**src/core/css_pkg.sv**
```systemverilog
// package: constants and types for the clock-synchronous serial channel
package css_pkg;
  // ****************************************
  // register map
  // ****************************************
  localparam logic [3:0] CSS_A_CTRL = 4'h0;
  localparam logic [3:0] CSS_A_TXBUF = 4'h1;
  localparam logic [3:0] CSS_A_RXBUF = 4'h2;
  localparam logic [3:0] CSS_A_STAT = 4'h3;
  localparam logic [3:0] CSS_A_IRQ = 4'h4;
  localparam logic [3:0] CSS_A_MASK = 4'h5;
  localparam logic [3:0] CSS_A_DIV = 4'h6;
  // ctrl fields
  localparam int CSS_C_TE = 0;
  localparam int CSS_C_RE = 1;
  localparam int CSS_C_INTCLK = 2;
  localparam int CSS_C_POL = 3;
  localparam int CSS_C_RTS = 4;
  localparam int CSS_C_CTS = 5;
  // status fields
  localparam int CSS_S_TXEMPTY = 0;
  localparam int CSS_S_RXFULL = 1;
  localparam int CSS_S_OVR = 2;
  localparam int CSS_S_BUSY = 3;
  // irq fields
  localparam int CSS_I_RX = 0;
  localparam int CSS_I_TX = 1;
  localparam int CSS_I_OVR = 2;
  localparam logic [7:0] CSS_CTRL_RST = 8'h00;
  localparam logic [7:0] CSS_DIV_RST = 8'h04;
  localparam logic [2:0] CSS_BITS = 3'h7;
  // ****************************************
  // shift engine states
  // ****************************************
  typedef enum logic [2:0] {
    CSS_IDLE = 3'b001,
    CSS_LOW = 3'b010,
    CSS_HIGH = 3'b100
  } css_st_e;
endpackage : css_pkg

```
**src/core/css_pin_if.sv**
```systemverilog
// interface: synchronised pin levels and the edges of the shift clock
`timescale 1ns/1ns
`default_nettype none
interface css_pin_if;
  logic clk_lvl;
  logic clk_rise;
  logic clk_fall;
  logic cts_n_lvl;
  logic rx_lvl;
  modport sync (output clk_lvl, clk_rise, clk_fall, cts_n_lvl, rx_lvl);
  modport core (input clk_lvl, clk_rise, clk_fall, cts_n_lvl, rx_lvl);
endinterface : css_pin_if
`default_nettype wire

```
**src/core/css_serial_channel.sv**
```systemverilog
// top: clock-synchronous serial channel with register port and interrupt
// Notes on behaviour
// RULE1: external clock with flow control: request low when ready, high once reception begins.
// RULE2: with internal shift clock the request-to-send output has no effect.
// RULE3: partner waits for idle clock, enable, buffer load, then lowers clear-to-send.
// RULE4: only the transmitter makes the clock; dummy bits leave while receiving.
// RULE5: internal clock starts once transmit enabled and transmit buffer written.
// RULE6: external clock shifts only after enable and buffer load, partner clocks.
// RULE7: word completing while receive-full is set sets overrun and still overwrites buffer.
// RULE8: on overrun the receive interrupt bit stays unchanged.
// RULE9: software writes a dummy low byte per word for continuous reception.
// RULE10: receive set-up order: receive enable, transmit enable, dummy write.
// RULE11: request-to-send goes low as soon as receive enable is set.
// RULE12: request-to-send returns low when a word has been fully received.
//
// The register addresses and strobed register access were left to the implementer.
`timescale 1ns/1ns
`default_nettype none
module css_serial_channel (
  // clock and reset
  input wire logic clk,
  input wire logic reset,
  // register port
  input wire logic [3:0] addr,
  input wire logic [7:0] wdata,
  input wire logic wr,
  input wire logic rd,
  output logic [7:0] rdata,
  // shift clock pin, two-way
  input wire logic shift_clock_pin_i,
  output logic shift_clock_pin_o,
  output logic shift_clock_pin_oe_n,
  // data pins and flow control
  output logic serial_out_pin,
  input wire logic serial_in_pin,
  input wire logic cts_n,
  output logic rts_n,
  // interrupt
  output logic irq
);
  import css_pkg::*;

  // ****************************************
  // pin synchronisation
  // ****************************************
  css_pin_if pins ();
  css_sync u_sync (
    .clk(clk),
    .reset(reset),
    .shift_clock_in(shift_clock_pin_i),
    .cts_n_in(cts_n),
    .rx_in(serial_in_pin),
    .p(pins.sync)
  );

  // ****************************************
  // state
  // ****************************************
  typedef struct packed {
    logic [7:0] ctrl;
    logic [7:0] div;
    logic [7:0] txbuf;
    logic txempty;
    logic [7:0] txsh;
    logic [7:0] rxsh;
    logic [7:0] rxbuf;
    logic rxfull;
    logic ovr;
    logic [2:0] irqst;
    logic [2:0] mask;
    logic [2:0] bitcnt;
    logic [7:0] divcnt;
    css_st_e st;
    logic sclk;
    logic txd;
    logic rts_n;
    logic [7:0] rdata;
  } css_s;
  css_s q_r, q_nxt;

  function automatic logic [2:0] w1c(input logic [2:0] cur, input logic [2:0] set, input logic [2:0] clr);
    w1c = (cur & ~clr) | set;
  endfunction : w1c

  logic te, re, intclk, pol, rtsen, ctsen;
  logic sample_edge, ctsok;
  logic [2:0] ev, clr;
  logic done;

  always_comb begin
    te = q_r.ctrl[CSS_C_TE];
    re = q_r.ctrl[CSS_C_RE];
    intclk = q_r.ctrl[CSS_C_INTCLK];
    pol = q_r.ctrl[CSS_C_POL];
    rtsen = q_r.ctrl[CSS_C_RTS];
    ctsen = q_r.ctrl[CSS_C_CTS];
    ctsok = ~ctsen | ~pins.cts_n_lvl;
    // rising edge (pol 0) samples; with an outside clock the next bit follows the sample,
    // since the synchroniser delay nearly fills a half period of the partner's clock
    sample_edge = pol ? pins.clk_fall : pins.clk_rise;
    ev = 3'h0;
    clr = 3'h0;
    done = 1'b0;
    q_nxt = q_r;
    q_nxt.rdata = 8'h00;

    // ****************************************
    // shift engine
    // ****************************************
    case (q_r.st)
      CSS_IDLE: begin
        q_nxt.sclk = ~pol;
        q_nxt.divcnt = 8'h00;
        if (te && !q_r.txempty && ctsok) begin // RULE4 RULE5 RULE6
          q_nxt.txsh = q_r.txbuf;
          q_nxt.txempty = 1'b1;
          q_nxt.bitcnt = 3'h0;
          q_nxt.txd = q_r.txbuf[0];
          ev[CSS_I_TX] = 1'b1;
          q_nxt.st = intclk ? CSS_LOW : CSS_HIGH;
          if (intclk) begin
            q_nxt.sclk = pol; // RULE5
          end
        end
      end
      CSS_LOW: begin
        // internal clock, first half period
        if (q_r.divcnt == q_r.div) begin
          q_nxt.divcnt = 8'h00;
          q_nxt.sclk = ~pol;
          q_nxt.rxsh = {pins.rx_lvl, q_r.rxsh[7:1]};
          q_nxt.st = CSS_HIGH;
          if (q_r.bitcnt == CSS_BITS) begin
            done = 1'b1;
          end
        end else begin
          q_nxt.divcnt = q_r.divcnt + 8'h01;
        end
      end
      CSS_HIGH: begin
        if (intclk) begin
          if (q_r.divcnt == q_r.div) begin
            q_nxt.divcnt = 8'h00;
            if (q_r.bitcnt == CSS_BITS) begin
              q_nxt.st = CSS_IDLE;
            end else begin
              q_nxt.sclk = pol;
              q_nxt.bitcnt = q_r.bitcnt + 3'h1;
              q_nxt.txsh = {1'b0, q_r.txsh[7:1]};
              q_nxt.txd = q_r.txsh[1];
              q_nxt.st = CSS_LOW;
            end
          end else begin
            q_nxt.divcnt = q_r.divcnt + 8'h01;
          end
        end else begin
          // partner supplies the clock
          if (sample_edge) begin // RULE6
            q_nxt.rxsh = {pins.rx_lvl, q_r.rxsh[7:1]};
            if (q_r.bitcnt == CSS_BITS) begin
              done = 1'b1;
              q_nxt.st = CSS_IDLE;
            end else begin
              q_nxt.bitcnt = q_r.bitcnt + 3'h1;
              q_nxt.txsh = {1'b0, q_r.txsh[7:1]}; // RULE4
              q_nxt.txd = q_r.txsh[1];
            end
          end
        end
      end
      default: begin
        q_nxt.st = CSS_IDLE;
      end
    endcase

    // ****************************************
    // receive completion
    // ****************************************
    if (done && re) begin
      q_nxt.rxbuf = q_nxt.rxsh; // RULE7
      if (q_r.rxfull) begin
        q_nxt.ovr = 1'b1; // RULE7
        ev[CSS_I_OVR] = 1'b1; // RULE8
      end else begin
        ev[CSS_I_RX] = 1'b1;
      end
      q_nxt.rxfull = 1'b1;
    end

    // ****************************************
    // flow control output
    // ****************************************
    if (!re || intclk) begin
      q_nxt.rts_n = 1'b1; // RULE2
    end else if (q_r.st == CSS_IDLE && q_nxt.st != CSS_IDLE) begin
      q_nxt.rts_n = 1'b1; // RULE1
    end else if (done || (q_r.st == CSS_IDLE && !q_r.ctrl[CSS_C_RE])) begin
      q_nxt.rts_n = 1'b0; // RULE12
    end

    // ****************************************
    // register port
    // ****************************************
    if (wr) begin
      case (addr)
        CSS_A_CTRL: q_nxt.ctrl = wdata;
        CSS_A_TXBUF: begin
          q_nxt.txbuf = wdata;
          q_nxt.txempty = 1'b0;
        end
        CSS_A_STAT: begin
          if (wdata[CSS_S_OVR]) begin
            q_nxt.ovr = q_nxt.ovr & ev[CSS_I_OVR];
          end
        end
        CSS_A_IRQ: clr = wdata[2:0];
        CSS_A_MASK: q_nxt.mask = wdata[2:0];
        CSS_A_DIV: q_nxt.div = wdata;
        default: q_nxt.mask = q_nxt.mask;
      endcase
    end
    // a control write with receive enable set and internal clock clear drives request low at once while idle
    if (wr && addr == CSS_A_CTRL && wdata[CSS_C_RE] && !wdata[CSS_C_INTCLK]
        && q_r.st == CSS_IDLE) begin
      q_nxt.rts_n = 1'b0; // RULE11
    end
    if (rd) begin
      case (addr)
        CSS_A_CTRL: q_nxt.rdata = q_r.ctrl;
        CSS_A_TXBUF: q_nxt.rdata = q_r.txbuf;
        CSS_A_RXBUF: begin
          q_nxt.rdata = q_r.rxbuf;
          q_nxt.rxfull = done & re;
        end
        CSS_A_STAT: q_nxt.rdata = {4'h0, q_r.st != CSS_IDLE, q_r.ovr, q_r.rxfull, q_r.txempty};
        CSS_A_IRQ: q_nxt.rdata = {5'h00, q_r.irqst};
        CSS_A_MASK: q_nxt.rdata = {5'h00, q_r.mask};
        CSS_A_DIV: q_nxt.rdata = q_r.div;
        default: q_nxt.rdata = 8'h00;
      endcase
    end
    q_nxt.irqst = w1c(q_r.irqst, ev, clr);
  end

  always_ff @(posedge clk) begin
    if (reset) begin
      q_r <= '{ctrl: CSS_CTRL_RST, div: CSS_DIV_RST, txempty: 1'b1, st: CSS_IDLE,
               sclk: 1'b1, txd: 1'b1, rts_n: 1'b1, default: '0};
    end else begin
      q_r <= q_nxt;
    end
  end

  // ****************************************
  // outputs
  // ****************************************
  assign rdata = q_r.rdata;
  assign shift_clock_pin_o = q_r.sclk;
  assign shift_clock_pin_oe_n = ~q_r.ctrl[CSS_C_INTCLK];
  assign serial_out_pin = q_r.txd; // RULE4
  assign rts_n = q_r.rts_n | ~q_r.ctrl[CSS_C_RTS] | q_r.ctrl[CSS_C_INTCLK]; // RULE1 RULE2
  assign irq = |(q_r.irqst & q_r.mask);
endmodule : css_serial_channel
`default_nettype wire

```
**src/core/css_sync.sv**
```systemverilog
// synchroniser: three flops per outside input, change counts when stages 2 and 3 agree
`timescale 1ns/1ns
`default_nettype none
module css_sync (
  // clock and reset
  input wire logic clk,
  input wire logic reset,
  // raw pins
  input wire logic shift_clock_in,
  input wire logic cts_n_in,
  input wire logic rx_in,
  // synchronised
  css_pin_if.sync p
);
  import css_pkg::*;
  typedef struct packed {
    logic [2:0] s1;
    logic [2:0] s2;
    logic [2:0] s3;
    logic [2:0] lvl;
    logic rise;
    logic fall;
  } css_sync_s;
  css_sync_s q_r, q_nxt;
  always_comb begin
    q_nxt = q_r;
    q_nxt.s1 = {rx_in, cts_n_in, shift_clock_in};
    q_nxt.s2 = q_r.s1;
    q_nxt.s3 = q_r.s2;
    q_nxt.rise = 1'b0;
    q_nxt.fall = 1'b0;
    for (int i = 0; i < 3; i++) begin
      if (q_r.s2[i] == q_r.s3[i]) begin
        q_nxt.lvl[i] = q_r.s3[i];
      end
    end
    if (q_r.s2[0] == q_r.s3[0] && q_r.s3[0] != q_r.lvl[0]) begin
      q_nxt.rise = q_r.s3[0];
      q_nxt.fall = ~q_r.s3[0];
    end
  end
  always_ff @(posedge clk) begin
    if (reset) begin
      q_r <= '{s1: 3'h3, s2: 3'h3, s3: 3'h3, lvl: 3'h3, rise: 1'b0, fall: 1'b0};
    end else begin
      q_r <= q_nxt;
    end
  end
  assign p.clk_lvl = q_r.lvl[0];
  assign p.cts_n_lvl = q_r.lvl[1];
  assign p.rx_lvl = q_r.lvl[2];
  assign p.clk_rise = q_r.rise;
  assign p.clk_fall = q_r.fall;
endmodule : css_sync
`default_nettype wire

```
**config.mk**
```make
export PLATFORM = sky130hd
export DESIGN_NAME = css_serial_channel
export DESIGN_NICKNAME = d
export VERILOG_FILES = /design/src/core/css_pkg.sv /design/src/core/css_pin_if.sv /design/src/core/css_serial_channel.sv /design/src/core/css_sync.sv
export SDC_FILE = /design/constraint.sdc
export NUM_CORES = 1
export LEC_CHECK = 0
export ABC_AREA = 1
export BUFFER_PORTS_ARGS = -buffer_cell sky130_fd_sc_hd__buf_4
export CAP_MARGIN = 20
export CORE_MARGIN = 1
export CORE_UTILIZATION = 40
export DETAILED_ROUTE_END_ITERATION = 8
export HOLD_SLACK_MARGIN = 0.02
export RECOVER_POWER = 100
export SYNTH_ARGS = -nofsm -noshare
export SYNTH_HDL_FRONTEND = slang
export SYNTH_SLANG_ARGS = --single-unit
```
**constraint.sdc**
```tcl
create_clock -name clk -period 1.93 [get_ports clk]
set_input_delay 0.579 -clock clk [delete_from_list [all_inputs] [get_ports clk]]
set_output_delay 0.579 -clock clk [all_outputs]
set_load 0.02 [all_outputs]
```
# Yosys cells after proc, flatten, opt, wreduce, memory -nomap -nowiden
# Cells that the tools add are included.
# word_totals
word_cells	163
regBits	96
out_inout_bits	13
inputBits	19
# classes
n_eq_ne	24
addsub	2
bitwise_logic	17
reduce_logical	30
mux	64
# ops
operator	n
8-bit 2-to-1 mux	7
8-bit case mux with 7 select lines	1
3-bit 2-to-1 mux	11
8-bit case mux with 2 select lines	2
1-bit 2-to-1 mux	29
8-bit case mux with 3 select lines	1
16-bit 2-to-1 mux	1
4-bit by 3-bit == test with 1-bit output, second input constant	3
1-bit logical AND	10
5-bit 2-to-1 mux	2
2-bit inequality test, second input constant	5
2-bit AND reduction	5
5-bit AND reduction	2
9-bit 2-to-1 mux	1
3-bit case mux with 3 select lines	1
8-bit by 1-bit adder with 8-bit output, second input constant	1
4-bit by 2-bit == test with 1-bit output, second input constant	2
8-bit == test	1
1-bit NOT	8
3-bit bitwise AND	2
3-bit == test, second input constant	2
2-bit 2-to-1 mux	3
3-bit by 1-bit inequality test with 1-bit output, second input constant	2
3-bit inequality test, second input constant	2
23 further kinds	33

# Depth between registers and ports, before layout
# depth
word_depth	11
depth_mapped	12
ltp_nobuf	11

# Modules after synthesis
# Synthesis repeated with hierarchy kept, for this count alone.
# unflattened
hier_cells	617
area_unflattened_um2	4464.3
# modules_own_cells
mod	area_each_um2	cells_each	seq_area_each_um2	n_inst
css_serial_channel	4030.1	571	1621.6	1
css_sync	434.2	46	280.3	1

# Least setup slack after synthesis
# Ideal clock, no wire load.
# synth_path
path_type	input to register
from	in addr[3]
to	reg q_r (netlist bit ctsen)
n_path_buf	1
arrival_time_ps	1549
slack_ps	253
path_stages	7
required_time_ps	1802
setup_time_ps	128
cell_sequence	nor2_1 nand2_1 nor2_1 inv_1 clkbuf_1 o21ai_0 a21oi_1
# synth_via
elab_chain_len	2
# synth_lines
item	line_no	text
start, declared	css_serial_channel.sv:24	input wire logic [3:0] addr,
4-bit logical NOT	css_serial_channel.sv:205	case (addr)
2-bit AND reduction (no source line)	n/a	
end signal, assigned	css_serial_channel.sv:247	q_r <= '{ctrl: CSS_CTRL_RST, div: CSS_DIV_RST, txempty: 1'b1, st: CSS_IDLE,
end signal, assigned	css_serial_channel.sv:250	q_r <= q_nxt;
end, declared	css_serial_channel.sv:79	css_s q_r, q_nxt;
# Every way passes these cells.
# A chain may end at the register's enable or synchronous reset.

# Worst setup path in the final report
# layout_path
from	reg q_r (netlist bit intclk)
to	out rts_n
# layout_via
elab_chain_len	1
# layout_lines
item	line_no	text
1-bit bitwise OR	css_serial_channel.sv:261	assign rts_n = q_r.rts_n | ~q_r.ctrl[CSS_C_RTS] | q_r.ctrl[CSS_C_INTCLK];
end, declared	css_serial_channel.sv:37	output logic rts_n,
# Every way passes these cells.

==> results.yml <==
run_status:
  outcome: "completed"
logic_synthesis:
  ys_ff_latch: 95
  syn_area_mm2: 0.004299
  avgSynthCellArea_um2: 7.225
  synthDistinctLibCells: 37
  syn-num-nets: 617
  synth_cells: 595
  yosysWarnings: 0
  seq_area_frac_synth_pct: 44.24
clocking:
  cts_max_level: 3
  cts_tree: "built"
  clk_latency_ns: 0.38
  cts-root-buf: "clkbuf_8"
  cts_sinks: 95
  clkTransAtPathRegs_ns: 0.10
  hold_buffers: 0
  clockBufferDepth: 2
  cts_buffers: 9
setup_path:
  cp.arrival_ns: 1.26
  crit_fanout: 8
  crit_chain: "inv_2, buf_4, nand2_1, buf_4"
  endpoint_kind: "output port"
  start_kind: "flip-flop"
  rrSetupSlack_ns: 0.19
  path_buf_inv: 3
  crit_slowest_cell: "dfxtp_1"
  path_delay_family: "flip-flops"
  cpMostUsedCell: "buf_4"
  worstSetupPathType: "flip-flop to output port"
  required_ns: 1.35
  max_stage_delay_ns: 0.44
grt:
  overflow: 0
  grt_pass1_wl_mm: 17.62
  grt_max_degree: 29
  antenna_found_initial: 0
  grt_pass1_vias: 3580
  grtUsageTotal_pct: 20.43
route:
  top_layer_used: "met4"
  viasPerCell: 4.978
  post_drt_wl_per_cell_um: 14.02
  num_vias: 3853
  drc: 0
  antenna_left: 0
  route.met3.wl_um: 706
  wl_mm: 10.85
  wl_met1_mm: 5.050
  dr_wl_met2_mm: 4.792
  drtIter0Drc: 217
  first_pass_iters: 5
timing:
  rsz0062_at_grt: "no"
  finalCritPeriodShare_pct: 95.44
  fin_worst_skew_ns: 0.01228
  hold_ws_ns: 0.3809
  setup_viol: 0
  hold_viol: 0
  fmax_mhz: 542.9
  slew_violations: 0
  worst_slew_pin_slew_ns: 0.9937
  max-slew-margin-rel_pct: 33.75
  setup-tns-final_ns: 0
  min_period_ns: 1.842
power:
  peakVddDrop_uv: 500.5
  leakage_nw: 2.068
  p_per_area_mw_per_mm2: 730.2
run:
  cap_violations: 0
placement:
  routabilityCongestion: 0.8855
  place_inst: 758
  place_hpwl_mm: 8.125
  io_buffers: 31
layout:
  drive_gt1_share_pct: 13.32
  diodes: 0
  fillCellCount: 1085
  syn_to_final_growth_pct: 12.78
  fin_cells: 774
  nNetsFinal: 655
die:
  io_pins: 32
  row_count: 37
  dieArea_mm2: 0.01117
  die_w_um: 105.7
  die_h_um: 105.7
  core_area_mm2: 0.01037
  initial_core_util_pct: 41.46
min_path:
  hold_class: "primary input to flip-flop"
## routing by layer
layer,GRT usage (%),vias up
met4,8.333,0
li1,-,1996
met2,32.03,126
met3,5.257,19
met1,26.64,1712
met5,0,-
## Yosys cell counts, drive strengths merged
library cell | count | share of area, %
o211ai | 2 | 0.35
a22oi | 2 | 0.35
nand2 | 130 | 12
or2 | 5 | 0.73
xnor2 | 3 | 0.61
clkinv | 1 | 0.087
a21boi | 1 | 0.26
a41oi | 1 | 0.20
clkbuf | 9 | 0.79
o221ai | 4 | 0.81
a221oi | 4 | 0.81
o22ai | 11 | 1.6
dfxtp | 95 | 44
nor4 | 2 | 0.29
nand3 | 34 | 4.8
nor2 | 81 | 7.5
nand4 | 7 | 1.0
nor3 | 10 | 2.2
ha | 3 | 0.87
inv | 82 | 7.2
xor2 | 1 | 0.20
nor3b | 1 | 0.29
o21ai | 50 | 5.8
a21oi | 42 | 4.9
buf | 14 | 2.3
## cells in the final DEF, fill, tap and decap left out, types with 2 or more instances in the layout
cell	synthesis	layout
o22ai_1	11	11
nor3_4	2	2
inv_2	9	8
a221oi_1	4	4
o221ai_1	4	4
nor4_1	2	2
o21ai_0	50	49
nor3_1	4	6
a22oi_1	2	2
nand3_2	2	2
inv_1	73	73
dfxtp_1	95	95
nand3_1	30	30
nand3_4	2	2
xnor2_1	3	3
nor2_2	2	2
nand4_1	7	7
or2_2	5	5
o211ai_1	2	2
nand2_1	123	123
nor2_1	77	77
ha_1	3	3
clkbuf_8	0	9
clkinvlp_4	0	2
nand2_2	6	6
a21oi_1	42	42
inv_6	0	2
clkbuf_4	0	2
clkbuf_1	9	16
nor3_2	4	2
nor2_4	2	2
buf_4	9	32
## final timing paths
kind	depth (start not counted)	from	endpoint
max	4	intclk$_SDFFE_PP0P_	rts_n
max reg2reg	8	q_r[13]$_SDFF_PP0_	q_r[20]$_SDFFE_PP0P_
min	2	cts_n	u_sync.q_nxt[9]$_SDFF_PP1_
min reg2reg	2	u_sync.q_nxt[10]$_SDFF_PP0_	u_sync.q_nxt[7]$_SDFF_PP0_
## flip-flops by register name (all words and copies together) (netlist names), 3 cells and up
register      count
q_r              68
rdata             8
u_sync.q_nxt      6
u_sync.q_r        3
## cell families (layout without fill, tap and decap cells)
group / after synthesis / in the layout / share of synthesized area (%)
AND/OR/NAND/NOR: 270 / 270 / 28.67
adder cells (fa/ha/maj): 3 / 3 / 0.8732
buffers and inverters: 106 / 149 / 10.30
flip-flops: 95 / 95 / 44.24
AO/OA/AOI/OAI: 117 / 117 / 15.10
XOR/XNOR: 4 / 4 / 0.8150
## what timing repair did
action,in CTS,in global routing
setup buffers,0,0
endpoints found under the hold margin,0,0
resized for setup,0,2
endpoints found under the setup margin,0,8
## power breakdown
part	switching (mW)	leakage [nW]	total [mW]	internal (mW)
Combinational	0.116	1.20	0.179	0.0626
Clock	0.755	0.0982	1.37	0.615
Sequential	0.0116	0.768	1.99	1.98
Total	0.883	2.07	3.54	2.66
## final cells by class
cell class	count	area [um2]	share of cell area (%)
Clock buffer	9	123.9	2.555
Clock inverter	7	78.83	1.626
Inverter	83	314.1	6.477
Multi-Input combinational cell	394	1944	40.10
Sequential cell	95	1902	39.23
Tap cell	136	170.2	3.510
Timing Repair Buffer	50	315.3	6.503
## stage by stage
stage               setup slack (ns)  total power, mW  area, um2  util [%]
floorplan                     0.2532            2.131       4299         -
global placement              0.1413            2.216       4713     45.45
detailed placement           0.09282            2.219       4713     45.45
CTS                          0.08804            3.579       4916     47.41
global route                 0.01917            3.676       4848     46.75
finish                       0.08809            3.540       4848     46.75
No activity file was read; power rests on OpenSTA's default activity.
